--- src/design/asc_map.vh ---
// register map, field positions, reset values and timing counts of the
// converter sequencer; definitions only, included by every design file
`ifndef ASC_MAP_VH
`define ASC_MAP_VH

// byte offsets on the peripheral bus
`define ASC_OFF_CONTROL      8'h00
`define ASC_OFF_MODE         8'h04
`define ASC_OFF_CHAN_SET     8'h10
`define ASC_OFF_CHAN_CLR     8'h14
`define ASC_OFF_CHAN_STATE   8'h18
`define ASC_OFF_STATUS       8'h1c
`define ASC_OFF_LAST_RESULT  8'h20
`define ASC_OFF_IRQ_SET      8'h24
`define ASC_OFF_IRQ_CLR      8'h28
`define ASC_OFF_IRQ_MASK     8'h2c
`define ASC_OFF_CHAN0_RESULT 8'h30
`define ASC_OFF_CHAN7_RESULT 8'h4c
`define ASC_OFF_REVISION     8'hfc

// control bits
`define ASC_CR_SOFT_RESET    0
`define ASC_CR_START         1

// mode_config fields
`define ASC_MR_TRIG_EN       0
`define ASC_MR_TRIG_SEL_LO   1
`define ASC_MR_LOW_RES       4
`define ASC_MR_SLEEP         5
`define ASC_MR_DIV_LO        8
`define ASC_MR_WARM_LO       16
`define ASC_MR_SH_LO         24
`define ASC_MR_MASK          32'h0f7fff3f
`define ASC_MR_RESET         32'h00000000

// status_flags fields
`define ASC_SR_OVR_LO        8
`define ASC_SR_RDY           16
`define ASC_SR_GOVR          17
`define ASC_SR_DMA_END       18
`define ASC_SR_DMA_FULL      19
`define ASC_SR_RESET         32'h000c0000

// timing: converter clock periods per conversion, warmup multiplier
`define ASC_CONV_TICKS       10'h00a
`define ASC_WARM_MULT        3
`define ASC_EXT_TRIG_CODE    3'h6

// module revision, value arbitrary
`define ASC_REVISION         32'h00000101

`endif

--- src/design/asc_clock_div.v ---
// converter clock divider: period is 2*(divider+1) bus clocks
// assumes divider and restart come from logic on pclk
`include "asc_map.vh"

module asc_clock_div (
   input  wire       pclk,
   input  wire       presetn,
   input  wire       restart,
   input  wire [7:0] divider,
   output reg        conv_clk,
   output reg        tick
);

   reg [7:0] count;

   ////////////////////////////////////////////////////////////////////////
   // toggle every divider+1 cycles
   always @(posedge pclk or negedge presetn) begin
      if (!presetn) begin
         count    <= 8'h00;
         conv_clk <= 1'b1;
      end else if (restart) begin
         count    <= 8'h00;      // high now, next rise one full period away
         conv_clk <= 1'b1;
      end else if (count == divider) begin
         count    <= 8'h00;
         conv_clk <= ~conv_clk;
      end else begin
         count    <= count + 8'h01;
      end
   end

   // tick: converter clock rises at the coming pclk edge
   always @* begin
      tick = (count == divider) && !conv_clk && !restart;
   end

endmodule

--- src/design/asc_trigger.v ---
// hardware trigger selection: six timer outputs and one external input,
// each synchronised, then a rising edge of the chosen one makes a pulse
// assumes all trigger inputs are asynchronous to pclk
`include "asc_map.vh"

module asc_trigger (
   input  wire       pclk,
   input  wire       presetn,
   input  wire       clear,
   input  wire [6:0] trig_in,
   input  wire [2:0] select,
   input  wire       enable,
   output reg        start
);

   reg  [6:0] meta;
   reg  [6:0] sync;
   reg        last;
   wire       level;

   ////////////////////////////////////////////////////////////////////////
   // two-stage synchroniser per trigger line
   genvar g;
   generate
      for (g = 0; g < 7; g = g + 1) begin : gen_sync
         always @(posedge pclk or negedge presetn) begin
            if (!presetn) begin
               meta[g] <= 1'b0;
               sync[g] <= 1'b0;
            end else begin
               meta[g] <= trig_in[g];
               sync[g] <= meta[g];
            end
         end
      end
   endgenerate

   // codes 0..5 timers, 6 external, 7 none
   assign level = (select == 3'h7) ? 1'b0 : sync[select];

   ////////////////////////////////////////////////////////////////////////
   // rising edge detect, gated by the enable bit
   always @(posedge pclk or negedge presetn) begin
      if (!presetn) begin
         last  <= 1'b0;
         start <= 1'b0;
      end else if (clear) begin
         last  <= 1'b0;
         start <= 1'b0;
      end else begin
         last  <= level;
         start <= enable & level & ~last;
      end
   end

endmodule

--- src/design/asc_top.v ---
// eight-channel converter sequencer with its register file on apb
// assumes an apb master on pclk, an analog cell that presents a stable
// ten-bit result on cell_data by the end of the conversion phase, and
// trigger and dma status lines asynchronous to pclk
//
// Register access over APB was decided locally.
`include "asc_map.vh"

// Contract
// writing one to start launches a sequence; zero ignored; reads zero
// writing one to soft reset resets the controller; zero ignored; reads zero
// sample-and-hold lasts sample-hold field plus one converter clock periods
// startup wait lasts warmup field plus one, times eight, converter periods
// converter clock is bus clock divided by two times divider plus one
// sleep bit one selects sleep operation; zero keeps analog cell active
// resolution bit one gives 8-bit results, zero gives 10-bit results
// trigger select codes 0-5 pick timer triggers, 6 the external trigger
// trigger enable one accepts hardware triggers; zero allows software only
// ones written to channel enable set register enable channels; reads zero
// ones written to channel enable clear register disable channels; reads zero
// channel state bit reads one while its channel is enabled
// software must not toggle a channel during a conversion
// dma buffer full flag follows the dma buffer full signal
// dma receive end flag follows the dma end of receive signal
// global overrun sets on general overrun, clears on status read
// result ready sets on new last result, clears on last result read
// channel overrun flags set on channel overrun, clear on status read
// channel done sets on completion, clears on its result or last read
// last result holds latest ten-bit result until the next completes
// one start converts every enabled channel in turn, then idles
// hardware start on each rising edge; software starts still work
// sleep start powers cell, waits startup, powers down after; ignores triggers; the code still launches on hardware triggers in sleep mode
// overrun when data arrives unread; global overrun when ready still set
// soft reset returns all registers and sequencer to reset values
module asc_top (
   input  wire        pclk,
   input  wire        presetn,
   input  wire        psel,
   input  wire        penable,
   input  wire        pwrite,
   input  wire [7:0]  paddr,
   input  wire [31:0] pwdata,
   output reg  [31:0] prdata,
   output reg         pready,
   output reg         pslverr,
   input  wire [5:0]  timer_output_a,
   input  wire        ext_trigger,
   input  wire        dma_buffer_full_in,
   input  wire        dma_receive_end_in,
   input  wire [9:0]  cell_data,
   output wire        cell_clk,
   output reg         cell_power,
   output reg  [2:0]  cell_channel,
   output reg         cell_sample,
   output reg         cell_convert,
   output reg         dma_req
);

   localparam [3:0] ST_IDLE   = 4'b0001;
   localparam [3:0] ST_WARM   = 4'b0010;
   localparam [3:0] ST_SAMPLE = 4'b0100;
   localparam [3:0] ST_CONV   = 4'b1000;

   reg  [3:0]  state;
   reg  [9:0]  count;
   reg  [2:0]  cur_chan;
   reg  [2:0]  last_chan;
   reg         soft_rst;
   reg  [31:0] mode_config;
   reg  [7:0]  channel_enable_state;
   reg  [7:0]  channel_done;
   reg  [7:0]  channel_overrun;
   reg         global_overrun;
   reg         result_ready;
   reg  [9:0]  last_result_value;
   reg  [9:0]  channel_result [0:7];
   reg  [31:0] irq_mask_state;
   reg  [9:0]  data_meta;
   reg  [9:0]  data_sync;
   reg  [1:0]  dma_meta;
   reg  [1:0]  dma_sync;
   reg  [31:0] rd_data;
   reg         rd_err;
   reg  [2:0]  next_chan;
   reg         next_found;
   reg  [3:0]  scan;
   reg  [3:0]  scan_base;
   wire        tick;
   wire        trig_start;
   wire        access;
   wire        wr;
   wire        rd;
   wire        in_result;
   wire [2:0]  result_idx;
   wire        sw_start;
   wire        launch;
   wire        capture;
   wire [9:0]  new_result;
   wire [7:0]  done_set;
   wire [7:0]  done_clr;
   wire [7:0]  ovr_clr;
   wire [9:0]  sh_load;
   wire [9:0]  warm_load;

   // mode_config field views
   wire        hw_trigger_enable  = mode_config[`ASC_MR_TRIG_EN];
   wire [2:0]  hw_trigger_select  = mode_config[`ASC_MR_TRIG_SEL_LO +: 3];
   wire        low_resolution_sel = mode_config[`ASC_MR_LOW_RES];
   wire        sleep_sel          = mode_config[`ASC_MR_SLEEP];
   wire [7:0]  clock_divider_sel  = mode_config[`ASC_MR_DIV_LO +: 8];
   wire [6:0]  warmup_cycles      = mode_config[`ASC_MR_WARM_LO +: 7];
   wire [3:0]  sample_hold_cycles = mode_config[`ASC_MR_SH_LO +: 4];

   ////////////////////////////////////////////////////////////////////////
   // bus decode: one access cycle, side effects at the completing edge
   assign access     = psel & penable & pready;
   assign wr         = access & pwrite;
   assign rd         = access & ~pwrite;
   assign in_result  = (paddr >= `ASC_OFF_CHAN0_RESULT) &&
                       (paddr <= `ASC_OFF_CHAN7_RESULT) && (paddr[1:0] == 2'b00);
   assign result_idx = paddr[4:2] - 3'h4;  // 0x30 maps to index 0
   assign sw_start   = wr && (paddr == `ASC_OFF_CONTROL) && pwdata[`ASC_CR_START];

   ////////////////////////////////////////////////////////////////////////
   // submodules: converter clock and hardware trigger
   asc_clock_div u_div (
      .pclk     (pclk),
      .presetn  (presetn),
      .restart  (launch | soft_rst),
      .divider  (clock_divider_sel),
      .conv_clk (cell_clk),
      .tick     (tick)
   );

   asc_trigger u_trig (
      .pclk     (pclk),
      .presetn  (presetn),
      .clear    (soft_rst),
      .trig_in  ({ext_trigger, timer_output_a}),
      .select   (hw_trigger_select),
      .enable   (hw_trigger_enable),
      .start    (trig_start)
   );

   ////////////////////////////////////////////////////////////////////////
   // synchronisers for the cell result and the dma status lines
   always @(posedge pclk or negedge presetn) begin
      if (!presetn) begin
         data_meta <= 10'h000;
         data_sync <= 10'h000;
         dma_meta  <= 2'b11;
         dma_sync  <= 2'b11;
      end else begin
         data_meta <= cell_data;
         data_sync <= data_meta;
         dma_meta  <= {dma_buffer_full_in, dma_receive_end_in};
         dma_sync  <= dma_meta;
      end
   end

   ////////////////////////////////////////////////////////////////////////
   // lowest enabled channel at or above the scan base
   always @* begin
      scan_base  = (state == ST_IDLE) ? 4'h0 : {1'b0, cur_chan} + 4'h1;
      next_found = 1'b0;
      next_chan  = 3'h0;
      for (scan = 4'h0; scan < 4'h8; scan = scan + 4'h1) begin
         if (!next_found && channel_enable_state[scan[2:0]] && scan >= scan_base) begin
            next_found = 1'b1;
            next_chan  = scan[2:0];
         end
      end
   end

   // timing loads, one less than the period count
   assign sh_load    = {6'h00, sample_hold_cycles};
   assign warm_load  = {warmup_cycles, 3'b111};
   assign launch     = (state == ST_IDLE) && (sw_start | trig_start) && next_found;
   assign capture    = (state == ST_CONV) && tick && (count == 10'h000);
   assign new_result = low_resolution_sel ? {2'b00, data_sync[9:2]} : data_sync;

   ////////////////////////////////////////////////////////////////////////
   // conversion sequencer
   always @(posedge pclk or negedge presetn) begin
      if (!presetn) begin
         state      <= ST_IDLE;
         count      <= 10'h000;
         cur_chan   <= 3'h0;
         cell_power <= 1'b0;
      end else if (soft_rst) begin
         state      <= ST_IDLE;
         count      <= 10'h000;
         cur_chan   <= 3'h0;
         cell_power <= 1'b0;
      end else begin
         case (state)
            ST_IDLE: begin
               cell_power <= ~sleep_sel;
               if (launch) begin
                  cur_chan   <= next_chan;
                  cell_power <= 1'b1;
                  if (sleep_sel) begin
                     state <= ST_WARM;
                     count <= warm_load;
                  end else begin
                     state <= ST_SAMPLE;
                     count <= sh_load;
                  end
               end
            end
            ST_WARM: begin
               if (tick) begin
                  if (count == 10'h000) begin
                     state <= ST_SAMPLE;
                     count <= sh_load;
                  end else begin
                     count <= count - 10'h001;
                  end
               end
            end
            ST_SAMPLE: begin
               if (tick) begin
                  if (count == 10'h000) begin
                     state <= ST_CONV;
                     count <= `ASC_CONV_TICKS - 10'h001;
                  end else begin
                     count <= count - 10'h001;
                  end
               end
            end
            ST_CONV: begin
               if (tick) begin
                  if (count != 10'h000) begin
                     count <= count - 10'h001;
                  end else if (next_found) begin
                     state    <= ST_SAMPLE;
                     cur_chan <= next_chan;
                     count    <= sh_load;
                  end else begin
                     state      <= ST_IDLE;
                  end
               end
            end
            default: begin
               state <= ST_IDLE;
               count <= 10'h000;
            end
         endcase
      end
   end

   ////////////////////////////////////////////////////////////////////////
   // cell strobes follow the sequencer state
   always @(posedge pclk or negedge presetn) begin
      if (!presetn) begin
         cell_channel <= 3'h0;
         cell_sample  <= 1'b0;
         cell_convert <= 1'b0;
         dma_req      <= 1'b0;
      end else begin
         cell_channel <= cur_chan;
         cell_sample  <= (state == ST_SAMPLE) & ~soft_rst;
         cell_convert <= (state == ST_CONV) & ~soft_rst;
         dma_req      <= capture & ~soft_rst;  // request on each new result
      end
   end

   ////////////////////////////////////////////////////////////////////////
   // configuration, channel enables, interrupt mask and soft reset
   always @(posedge pclk or negedge presetn) begin
      if (!presetn) begin
         soft_rst             <= 1'b0;
         mode_config          <= `ASC_MR_RESET;
         channel_enable_state <= 8'h00;
         irq_mask_state       <= 32'h00000000;
      end else if (soft_rst) begin
         soft_rst             <= 1'b0;
         mode_config          <= `ASC_MR_RESET;
         channel_enable_state <= 8'h00;
         irq_mask_state       <= 32'h00000000;
      end else begin
         soft_rst <= wr && (paddr == `ASC_OFF_CONTROL) && pwdata[`ASC_CR_SOFT_RESET];
         if (wr && paddr == `ASC_OFF_MODE)
            mode_config <= pwdata & `ASC_MR_MASK;
         if (wr && paddr == `ASC_OFF_CHAN_SET)
            channel_enable_state <= channel_enable_state | pwdata[7:0];
         else if (wr && paddr == `ASC_OFF_CHAN_CLR)
            channel_enable_state <= channel_enable_state & ~pwdata[7:0];
         if (wr && paddr == `ASC_OFF_IRQ_SET)
            irq_mask_state <= irq_mask_state | (pwdata & 32'h000fffff);
         else if (wr && paddr == `ASC_OFF_IRQ_CLR)
            irq_mask_state <= irq_mask_state & ~pwdata;
      end
   end

   ////////////////////////////////////////////////////////////////////////
   // status flags: set wins over a read clear in the same cycle
   assign done_set = capture ? (8'h01 << cur_chan) : 8'h00;
   assign done_clr = ((rd && paddr == `ASC_OFF_LAST_RESULT) ? (8'h01 << last_chan) : 8'h00) |
                     ((rd && in_result) ? (8'h01 << result_idx) : 8'h00);
   // only bits that the snapshot showed are cleared by a status read
   assign ovr_clr  = (rd && paddr == `ASC_OFF_STATUS) ? prdata[`ASC_SR_OVR_LO +: 8] : 8'h00;

   always @(posedge pclk or negedge presetn) begin
      if (!presetn) begin
         channel_done      <= 8'h00;
         channel_overrun   <= 8'h00;
         global_overrun    <= 1'b0;
         result_ready      <= 1'b0;
         last_result_value <= 10'h000;
         last_chan         <= 3'h0;
      end else if (soft_rst) begin
         channel_done      <= 8'h00;
         channel_overrun   <= 8'h00;
         global_overrun    <= 1'b0;
         result_ready      <= 1'b0;
         last_result_value <= 10'h000;
         last_chan         <= 3'h0;
      end else begin
         channel_done    <= (channel_done & ~done_clr) | done_set;
         channel_overrun <= (channel_overrun & ~ovr_clr) |
                            (done_set & channel_done & ~done_clr);
         if (capture) begin
            result_ready      <= 1'b1;
            last_result_value <= new_result;
            last_chan         <= cur_chan;
         end else if (rd && paddr == `ASC_OFF_LAST_RESULT) begin
            result_ready <= 1'b0;
         end
         if (capture && result_ready && !(rd && paddr == `ASC_OFF_LAST_RESULT))
            global_overrun <= 1'b1;
         else if (rd && paddr == `ASC_OFF_STATUS && prdata[`ASC_SR_GOVR])
            global_overrun <= 1'b0;
      end
   end

   ////////////////////////////////////////////////////////////////////////
   // per-channel result storage, loaded only for the converted channel
   genvar g;
   generate
      for (g = 0; g < 8; g = g + 1) begin : gen_result
         always @(posedge pclk or negedge presetn) begin
            if (!presetn)
               channel_result[g] <= 10'h000;
            else if (soft_rst)
               channel_result[g] <= 10'h000;
            else if (capture && cur_chan == g)
               channel_result[g] <= new_result;
         end
      end
   endgenerate

   ////////////////////////////////////////////////////////////////////////
   // read mux; write-only registers and command bits read zero
   always @* begin
      rd_data = 32'h00000000;
      rd_err  = 1'b0;
      case (paddr)
         `ASC_OFF_CONTROL:     rd_data = 32'h00000000;
         `ASC_OFF_MODE:        rd_data = mode_config;
         `ASC_OFF_CHAN_SET:    rd_data = 32'h00000000;
         `ASC_OFF_CHAN_CLR:    rd_data = 32'h00000000;
         `ASC_OFF_CHAN_STATE:  rd_data = {24'h000000, channel_enable_state};
         `ASC_OFF_STATUS:      rd_data = {12'h000, dma_sync, global_overrun, result_ready,
                                          channel_overrun, channel_done};
         `ASC_OFF_LAST_RESULT: rd_data = {22'h00000, last_result_value};
         `ASC_OFF_IRQ_SET:     rd_data = 32'h00000000;
         `ASC_OFF_IRQ_CLR:     rd_data = 32'h00000000;
         `ASC_OFF_IRQ_MASK:    rd_data = irq_mask_state;
         `ASC_OFF_REVISION:    rd_data = `ASC_REVISION;
         default: begin
            if (in_result)
               rd_data = {22'h00000, channel_result[result_idx]};
            else
               rd_err = 1'b1;
         end
      endcase
   end

   ////////////////////////////////////////////////////////////////////////
   // apb answer: data and ready registered in the setup cycle
   always @(posedge pclk or negedge presetn) begin
      if (!presetn) begin
         prdata  <= 32'h00000000;
         pready  <= 1'b0;
         pslverr <= 1'b0;
      end else begin
         pready <= psel & ~penable;
         if (psel && !penable) begin
            prdata  <= pwrite ? 32'h00000000 : rd_data;
            pslverr <= rd_err;
         end else if (!psel) begin
            prdata  <= 32'h00000000;
            pslverr <= 1'b0;
         end
      end
   end

endmodule

--- config.mk ---
export PLATFORM = sky130hd
export DESIGN_NAME = asc_top
export DESIGN_NICKNAME = d
export VERILOG_FILES = /design/src/design/asc_clock_div.v /design/src/design/asc_trigger.v /design/src/design/asc_top.v
export VERILOG_INCLUDE_DIRS = /design/src /design/src/design
export SDC_FILE = /design/constraint.sdc
export NUM_CORES = 1
export LEC_CHECK = 0
export ABC_AREA = 0
export BUFFER_PORTS_ARGS = -buffer_cell sky130_fd_sc_hd__buf_2
export CORE_MARGIN = 5
export CORE_UTILIZATION = 42
export CTS_CLUSTER_SIZE = 20
export DETAILED_ROUTE_END_ITERATION = 8
export GPL_ROUTABILITY_DRIVEN = 0
export GPL_TIMING_DRIVEN = 0
export MAX_ROUTING_LAYER = met4
export PLACE_DENSITY = 0.55
export SLEW_MARGIN = 0
export SYNTH_ARGS = -nofsm -noshare
export SYNTH_HDL_FRONTEND = slang
export SYNTH_SLANG_ARGS = --single-unit
--- constraint.sdc ---
create_clock -name pclk -period 3.7 [get_ports pclk]
set_input_delay 0.37 -clock pclk [delete_from_list [all_inputs] [get_ports pclk]]
set_output_delay 0.37 -clock pclk [all_outputs]
set_load 0.1 [all_outputs]
==> impl_results.md, run 1 <==
- Max-cap viol count: 0
- Drt total wl: 42,300 µm
- CTS tree: yes
- Worst-Skew Late Latency: 0.56 ns
- Arrival time worst endpoint: 3.99 ns
- Fraction of layout cells with a size suffix above 1: 16.6%
- Leakage: 6.73 nW
- Clock root buffer: clkbuf_16
- Mapped cell area: 12,900 µm²
- Post-route minimum period: 3.52 ns
- Global-route wire length before repair: 64,500 µm
- CORE AREA: 30,400 µm²
- Commonest cells after routing, fill and taps aside: 278 x dfrtp_1, 155 x nand2_1, 111 x nand3_1
- FMAX: 284 MHz
- Seq/Total Area, Yosys: 55.2%
- Largest net degree at the start of global routing: 113
- Clock skew: 0.0155 ns
- Yosys warnings: 0
- Avg Inst Size Synth: 10.4 µm²
- GRT overflow: 0
- Hold Startpoint: pwdata[18]
- # port buffers: 105
- CP max FO: 10
- Xor and xnor fraction of the mapped netlist area: 1.16%
- Compound-gate portion of the synthesized area: 18.2%
- Mux cell area share after synthesis: 5.22%
- Max-slew violations: 0
- Worst Hold Slack: 0.0206 ns
- Worst-margin pin slew: 1.10 ns
- Final Hold Fails: 0
- RSZ-0062 raised after global routing: false
- Antenna Nets Post-Route: 0
- Final setup viols: 0
- HP Class: input pin to register
- Netlist cell types: 72
- Syn Inst Count: 1,237
- DR pass1 iterations: 5
- CTS clk-pin slew, worst paths: 0.06 ns
- Initial DRC count: 1,045
- Ports: 106
- Mapped Nets: 1,309
- Worst Setup SP: cur_chan[2]
- Dpl hpwl: 30,000 µm
- Most common cell after layout, fill and taps aside: dfrtp_1
- Worst VDD drop: 409 µV
- CTS Sinks: 284
- Final Power: 8.00 mW
- N_diodes: 0
- Number of global-route vias before repair: 10,446
- Pwr Density: 523 nW/µm²
- Area growth from synthesis to layout: 18.8%
- Post-synth EDFFs: 0
- Initial antenna violation count: 0
- Synth Area in Simple Gates: 16.4%
- Die area: 34,300 µm²
- Synth async-reset ratio: 100%
- Post-Synth Adder-Cell Area: 0.777%
- Reg2reg start: cur_chan[2]
- Clock buffer depth: 3
- H-tree Lvls: 1
- NumNets Final: 1,472
- Register area: 7110 µm²
- Vias: 10,669
- Drt drc: 0
- Required @ worst endpoint: 4.18 ns
- Max-slew headroom: 26.0%
- Final period utilization: 95.0%
- Largest family of logic cells by synthesized area: compound AO/OA/AOI/OAI gates
- Startpoint types: register
- All-layer global routing usage: 25.3%
- Ys flop type: dfrtp_1
- #FFs+latches synth: 284
- Status: completed
- Area of the multi-input gates: 5400 µm²
- Die W: 185 µm
- Row Count: 64
- FILL cells: 2,897
- Wire per inst: 23.3 µm
- CTS Buf Count: 31
- Crit Path Class: register to register
- Starting Density: 42.3%
- Vias per inst: 5.87
- Sum Neg Setup Slack: 0 ns
- DIE HEIGHT: 185 µm
- Critical path capture point type: register
area by class of cell:
class	instances	share of cell area [%]
sequential	284	46.5
buffer	79	2.08
clock inverter	13	0.990
clock buffer	43	6.02
timing repair buffer	130	5.45
multi-input combinational	857	35.3
inverter	17	0.417
tap	396	3.24
kinds of logic after synthesis:
group | Yosys count
adder cells (fa/ha/maj) | 8
buffers and inverters | 96
flip-flops | 284
XOR/XNOR | 17
AND/OR/NAND/NOR | 423
multiplexers | 40
AO/OA/AOI/OAI | 369
what timing repair did:
action | 4_1_cts | 5_1_grt
hold buffers | 20 | 0
setup endpoints to repair | 62 | 10
buffers inserted | 1 | 0
pin swaps | 1 | 0
endpoints found under the hold margin | 115 | 0
gates resized for setup | 0 | 1
final timing paths:
path | to | slack [ns] | depth (start not counted)
hold / removal | irq_mask_state[18] | 0.02 | 2
max in group asynchronous | data_meta[4] | 1.92 | 4
setup / recovery | last_result_value[3] | 0.18 | 10
setup reg to reg | last_result_value[3] | 0.18 | 10
min in group asynchronous | u_div.count[6] | 0.43 | 2
hold reg to reg | data_sync[2] | 0.35 | 0
power by group:
group	leakage, nW	switching [mW]	internal (mW)
logic	2.82	0.879	0.449
clock network	0.539	1.28	1.94
registers	3.37	0.152	3.31
total	6.73	2.31	5.69
metal layers:
| metal | track usage (%) | share of wire, % | up-vias |
|---|---|---|---|
| met3 | 3.69 | 6.6 | 104 |
| met2 | 38.9 | 46 | 417 |
| li1 | - | - | 4868 |
| met5 | - | 0 | - |
| met4 | 11.0 | 5.2 | 0 |
| met1 | 33.8 | 42 | 5280 |
synth_stat cells (7+ instances only):
master	n	area [µm²]
nand2_1	155	582
nor2_1	49	184
mux2i_1	11	110
a222oi_1	10	100
nand2b_1	9	56.3
nand3b_1	7	52.6
clkbuf_1	61	229
o21ai_0	72	360
buf_1	10	37.5
ha_1	8	100
nand3_1	111	556
a22o_1	19	166
mux4_2	21	473
a21oi_1	96	480
o21ai_1	60	300
mux2_2	8	90.1
a22oi_1	23	173
a211oi_1	30	225
xor2_1	15	131
nand4_1	11	68.8
o21a_1	14	105
inv_1	16	60.1
nor3_1	21	105
dfrtp_1	278	6960
nor2b_1	10	62.6
state kept, by name, indices dropped and copies added (netlist names), 3 cells and up:
| signal | cells |
|---|---|
| cell_channel | 3 |
| channel_done | 8 |
| channel_enable_state | 8 |
| channel_overrun | 8 |
| channel_result | 80 |
| count | 10 |
| cur_chan | 3 |
| data_meta | 10 |
| data_sync | 10 |
| irq_mask_state | 32 |
| last_chan | 3 |
| last_result_value | 10 |
| mode_config | 25 |
| prdata | 32 |
| state | 4 |
| u_div.count | 8 |
| u_trig.meta | 7 |
| u_trig.sync | 7 |
metrics by stage:
stage | worst slack (ns) | cell area (µm²) | std cells | utilization [%]
3_3_place_gp | -3.18 | 13900 | 1738 | 45.7
3_5_place_dp | -0.0808 | 14000 | 1742 | 46.0
4_1_cts | 0.0802 | 15300 | 1819 | 50.3
6_report | 0.183 | 15300 | 1819 | 50.3
5_1_grt | 0.0257 | 15300 | 1819 | 50.3
2_1_floorplan | 0.583 | 12900 | 1237 | -
critical path, stage by stage, from the launching register on:
cell	delay, ns
dfrtp_1	0.45
buf_4	0.25
inv_1	0.22
ha_1	0.42
inv_1	0.09
a21oi_1	0.06
o21ai_0	0.47
nand4b_1	0.45
a21oi_2	0.43
nand2_1	0.33
o21ai_0	0.26
Power figures use the tool's default switching activity.
==> run 2, diff against run 1 <==
- CORE_UTILIZATION: 42 -> 48
- PLACE_DENSITY: 0.55 -> 0.62
==> impl_results.md, run 2 (synthesis gave the netlist of run 1 again) <==
- Largest net degree at the start of global routing: 104 (-8.0%)
- Drt total wl: 40,900 µm (-3.4%)
- Startpoint types: register
- Status: completed
- CTS Sinks: 284 (unchanged)
- All-layer global routing usage: 27.6% (+2.2 points)
- Post-route minimum period: 3.52 ns (-0.00150 ns)
- H-tree Lvls: 1 (unchanged)
- Antenna Nets Post-Route: 0 (unchanged)
- # port buffers: 105 (unchanged)
- Area growth from synthesis to layout: 18.1%
- Clock skew: 0.0166 ns (+0.00112 ns)
- Max-slew violations: 0 (unchanged)
- CORE AREA: 26,700 µm² (-12%)
- Hold Startpoint: pwdata[10]
- Pwr Density: 527 nW/µm² (+0.84%)
- CP Buf/Inv Count: 3 (unchanged)
- CP Cell Sequence: buf_4 > inv_1 > ha_1 > inv_1 > a21oi_1 > o21ai_0 > nand4b_1 > a21oi_2 > nand2_1 > o21ai_0
- Dpl cells: 1,686 (-3.2%)
- Commonest cells after routing, fill and taps aside: 278 x dfrtp_1, 155 x nand2_1, 111 x nand3_1
- Top flop regs: channel_result (80), irq_mask_state (32), prdata (32)
- Dpl hpwl: 29,000 µm (-3.1%)
- Worst-Skew Late Latency: 0.57 ns (about the same)
- Arrival time worst endpoint: 4.00 ns (about the same)
- CTS tree: yes
- Die W: 174 µm (-6.1%)
- Max-slew headroom: 15.0% (-11 points)
- R2r worst-path depth: 10 (unchanged)
- Cell Count, Final, Fillers Out: 1,763 (-3.1%)
- Fraction of layout cells with a size suffix above 1: 16.3% (-0.26 points)
- FF-to-FF End: last_result_value[0]
- Clock buffer depth: 3 (unchanged)
- FMAX: 284 MHz (about the same)
- Sum Neg Setup Slack: 0 ns (unchanged)
- Critical path capture point type: register
- Clock root buffer: clkbuf_16
- Hold path endpoint: irq_mask_state[10]
- R2r setup slk: 0.18 ns (about the same)
- Leakage: 6.71 nW (-0.30%)
- Worst VDD drop: 361 µV (-12%)
- Crit Path Class: register to register
- Slowest stage delay, CP: 0.48 ns (about the same)
- Final instance area: 15,200 µm² (-0.56%)
- NumNets Final: 1,470 (-0.14%)
- Most common cell after layout, fill and taps aside: dfrtp_1
- Number of global-route vias before repair: 10,810 (+3.5%)
- GRT overflow: 0 (unchanged)
- Initial DRC count: 1,205 (+15%)
- RSZ-0062 raised after global routing: false
- HP Class: input pin to register
- Worst-margin pin slew: 1.26 ns (+0.164 ns)
- Row Count: 60 (-6.3%)
- DR pass1 iterations: 6 (+1)
- Starting Density: 48.2% (+5.9 points)
- Worst hold stages: 2 (unchanged)
- Slowest stage cell, crit path: o21ai_0
- Final setup viols: 0 (unchanged)
- DIE HEIGHT: 174 µm (-6.1%)
- Required @ worst endpoint: 4.18 ns (about the same)
- Vias: 10,735 (+0.62%)
- Drt drc: 0 (unchanged)
- Initial antenna violation count: 1 (+1)
- Max reg flops: 80 (unchanged)
- Final core occ: 56.9% (+6.6 points)
- CP max FO: 10 (unchanged)
- CTS clk-pin slew, worst paths: 0.07 ns (about the same)
- Most flops, register: channel_result
- Area of placed instances: 13,900 µm² (-0.60%)
- Wire per inst: 23.2 µm (-0.37%)
- Worst Hold Slack: 0.0108 ns (-0.00987 ns)
- Final period utilization: 95.0% (about the same)
- Die area: 30,200 µm² (-12%)
- Max-cap viol count: 0 (unchanged)
- Global-route wire length before repair: 64,200 µm (-0.49%)
- CTS Buf Count: 29 (-6.5%)
- Final Hold Fails: 0 (unchanged)
- Vias per inst: 6.09 (+3.8%)
- Ports: 106 (unchanged)
- Reg2reg start: cur_chan[2]
- Largest delay share family, worst path: compound AO/OA/AOI/OAI gates
==> run 2: worst max path at each step <==
stage,from,to,cells after the start
after floorplan,cur_chan[2],channel_result[10],10
after global routing,cur_chan[2],last_result_value[5],10
final,cur_chan[2],last_result_value[0],10
after CTS,cur_chan[2],last_result_value[0],10
after global placement,presetn,u_trig.meta[3],1
after detailed placement,cur_chan[2],channel_result[20],10
==> run 2: repair_timing <==
| item | in CTS | in global routing |
|---|---|---|
| setup endpoints to repair | 61 | 10 |
| endpoints found under the hold margin | 119 | 0 |
| resized for setup | 0 | 1 |
| setup buffers | 2 | 0 |
| pin swaps | 1 | 0 |
| hold buffers | 20 | 0 |
==> run 2: metrics by stage <==
stage / worst slack [ns] / total power, mW
global route: 0.0109 / 8.34
CTS: 0.108 / 8.05
global placement: -3.08 / 4.77
finish: 0.185 / 8.02
detailed placement: -0.120 / 4.80
floorplan: 0.583 / 4.38
==> run 2: layout make-up <==
| type | count | area [µm²] |
|---|---|---|
| diodes | 1 | 2.50 |
| plain buffers | 79 | 318 |
| clock buffers | 38 | 810 |
| clock inverters | 16 | 250 |
| fillers | 2386 | 11500 |
| inverters | 17 | 63.8 |
| multi-input cells | 857 | 5400 |
| flip-flops and latches | 284 | 7110 |
| well taps | 341 | 427 |
| repair buffers | 130 | 826 |
==> run 2: where the power goes <==
part	leakage, nW	internal (mW)	switching [mW]
sequential	3.37	3.31	0.150
combinational	2.82	0.449	0.872
clock	0.520	1.96	1.28
total	6.71	5.72	2.30
==> run 2: metal layers <==
layer  vias to the layer above  routed length, µm  global-route usage, %
met5                         -                  0                      -
met4                         0               1340                   8.41
met3                        87               2950                   4.08
met2                       446              19100                   42.3
met1                      5331              17500                   38.5
li1                       4871                  -                      -
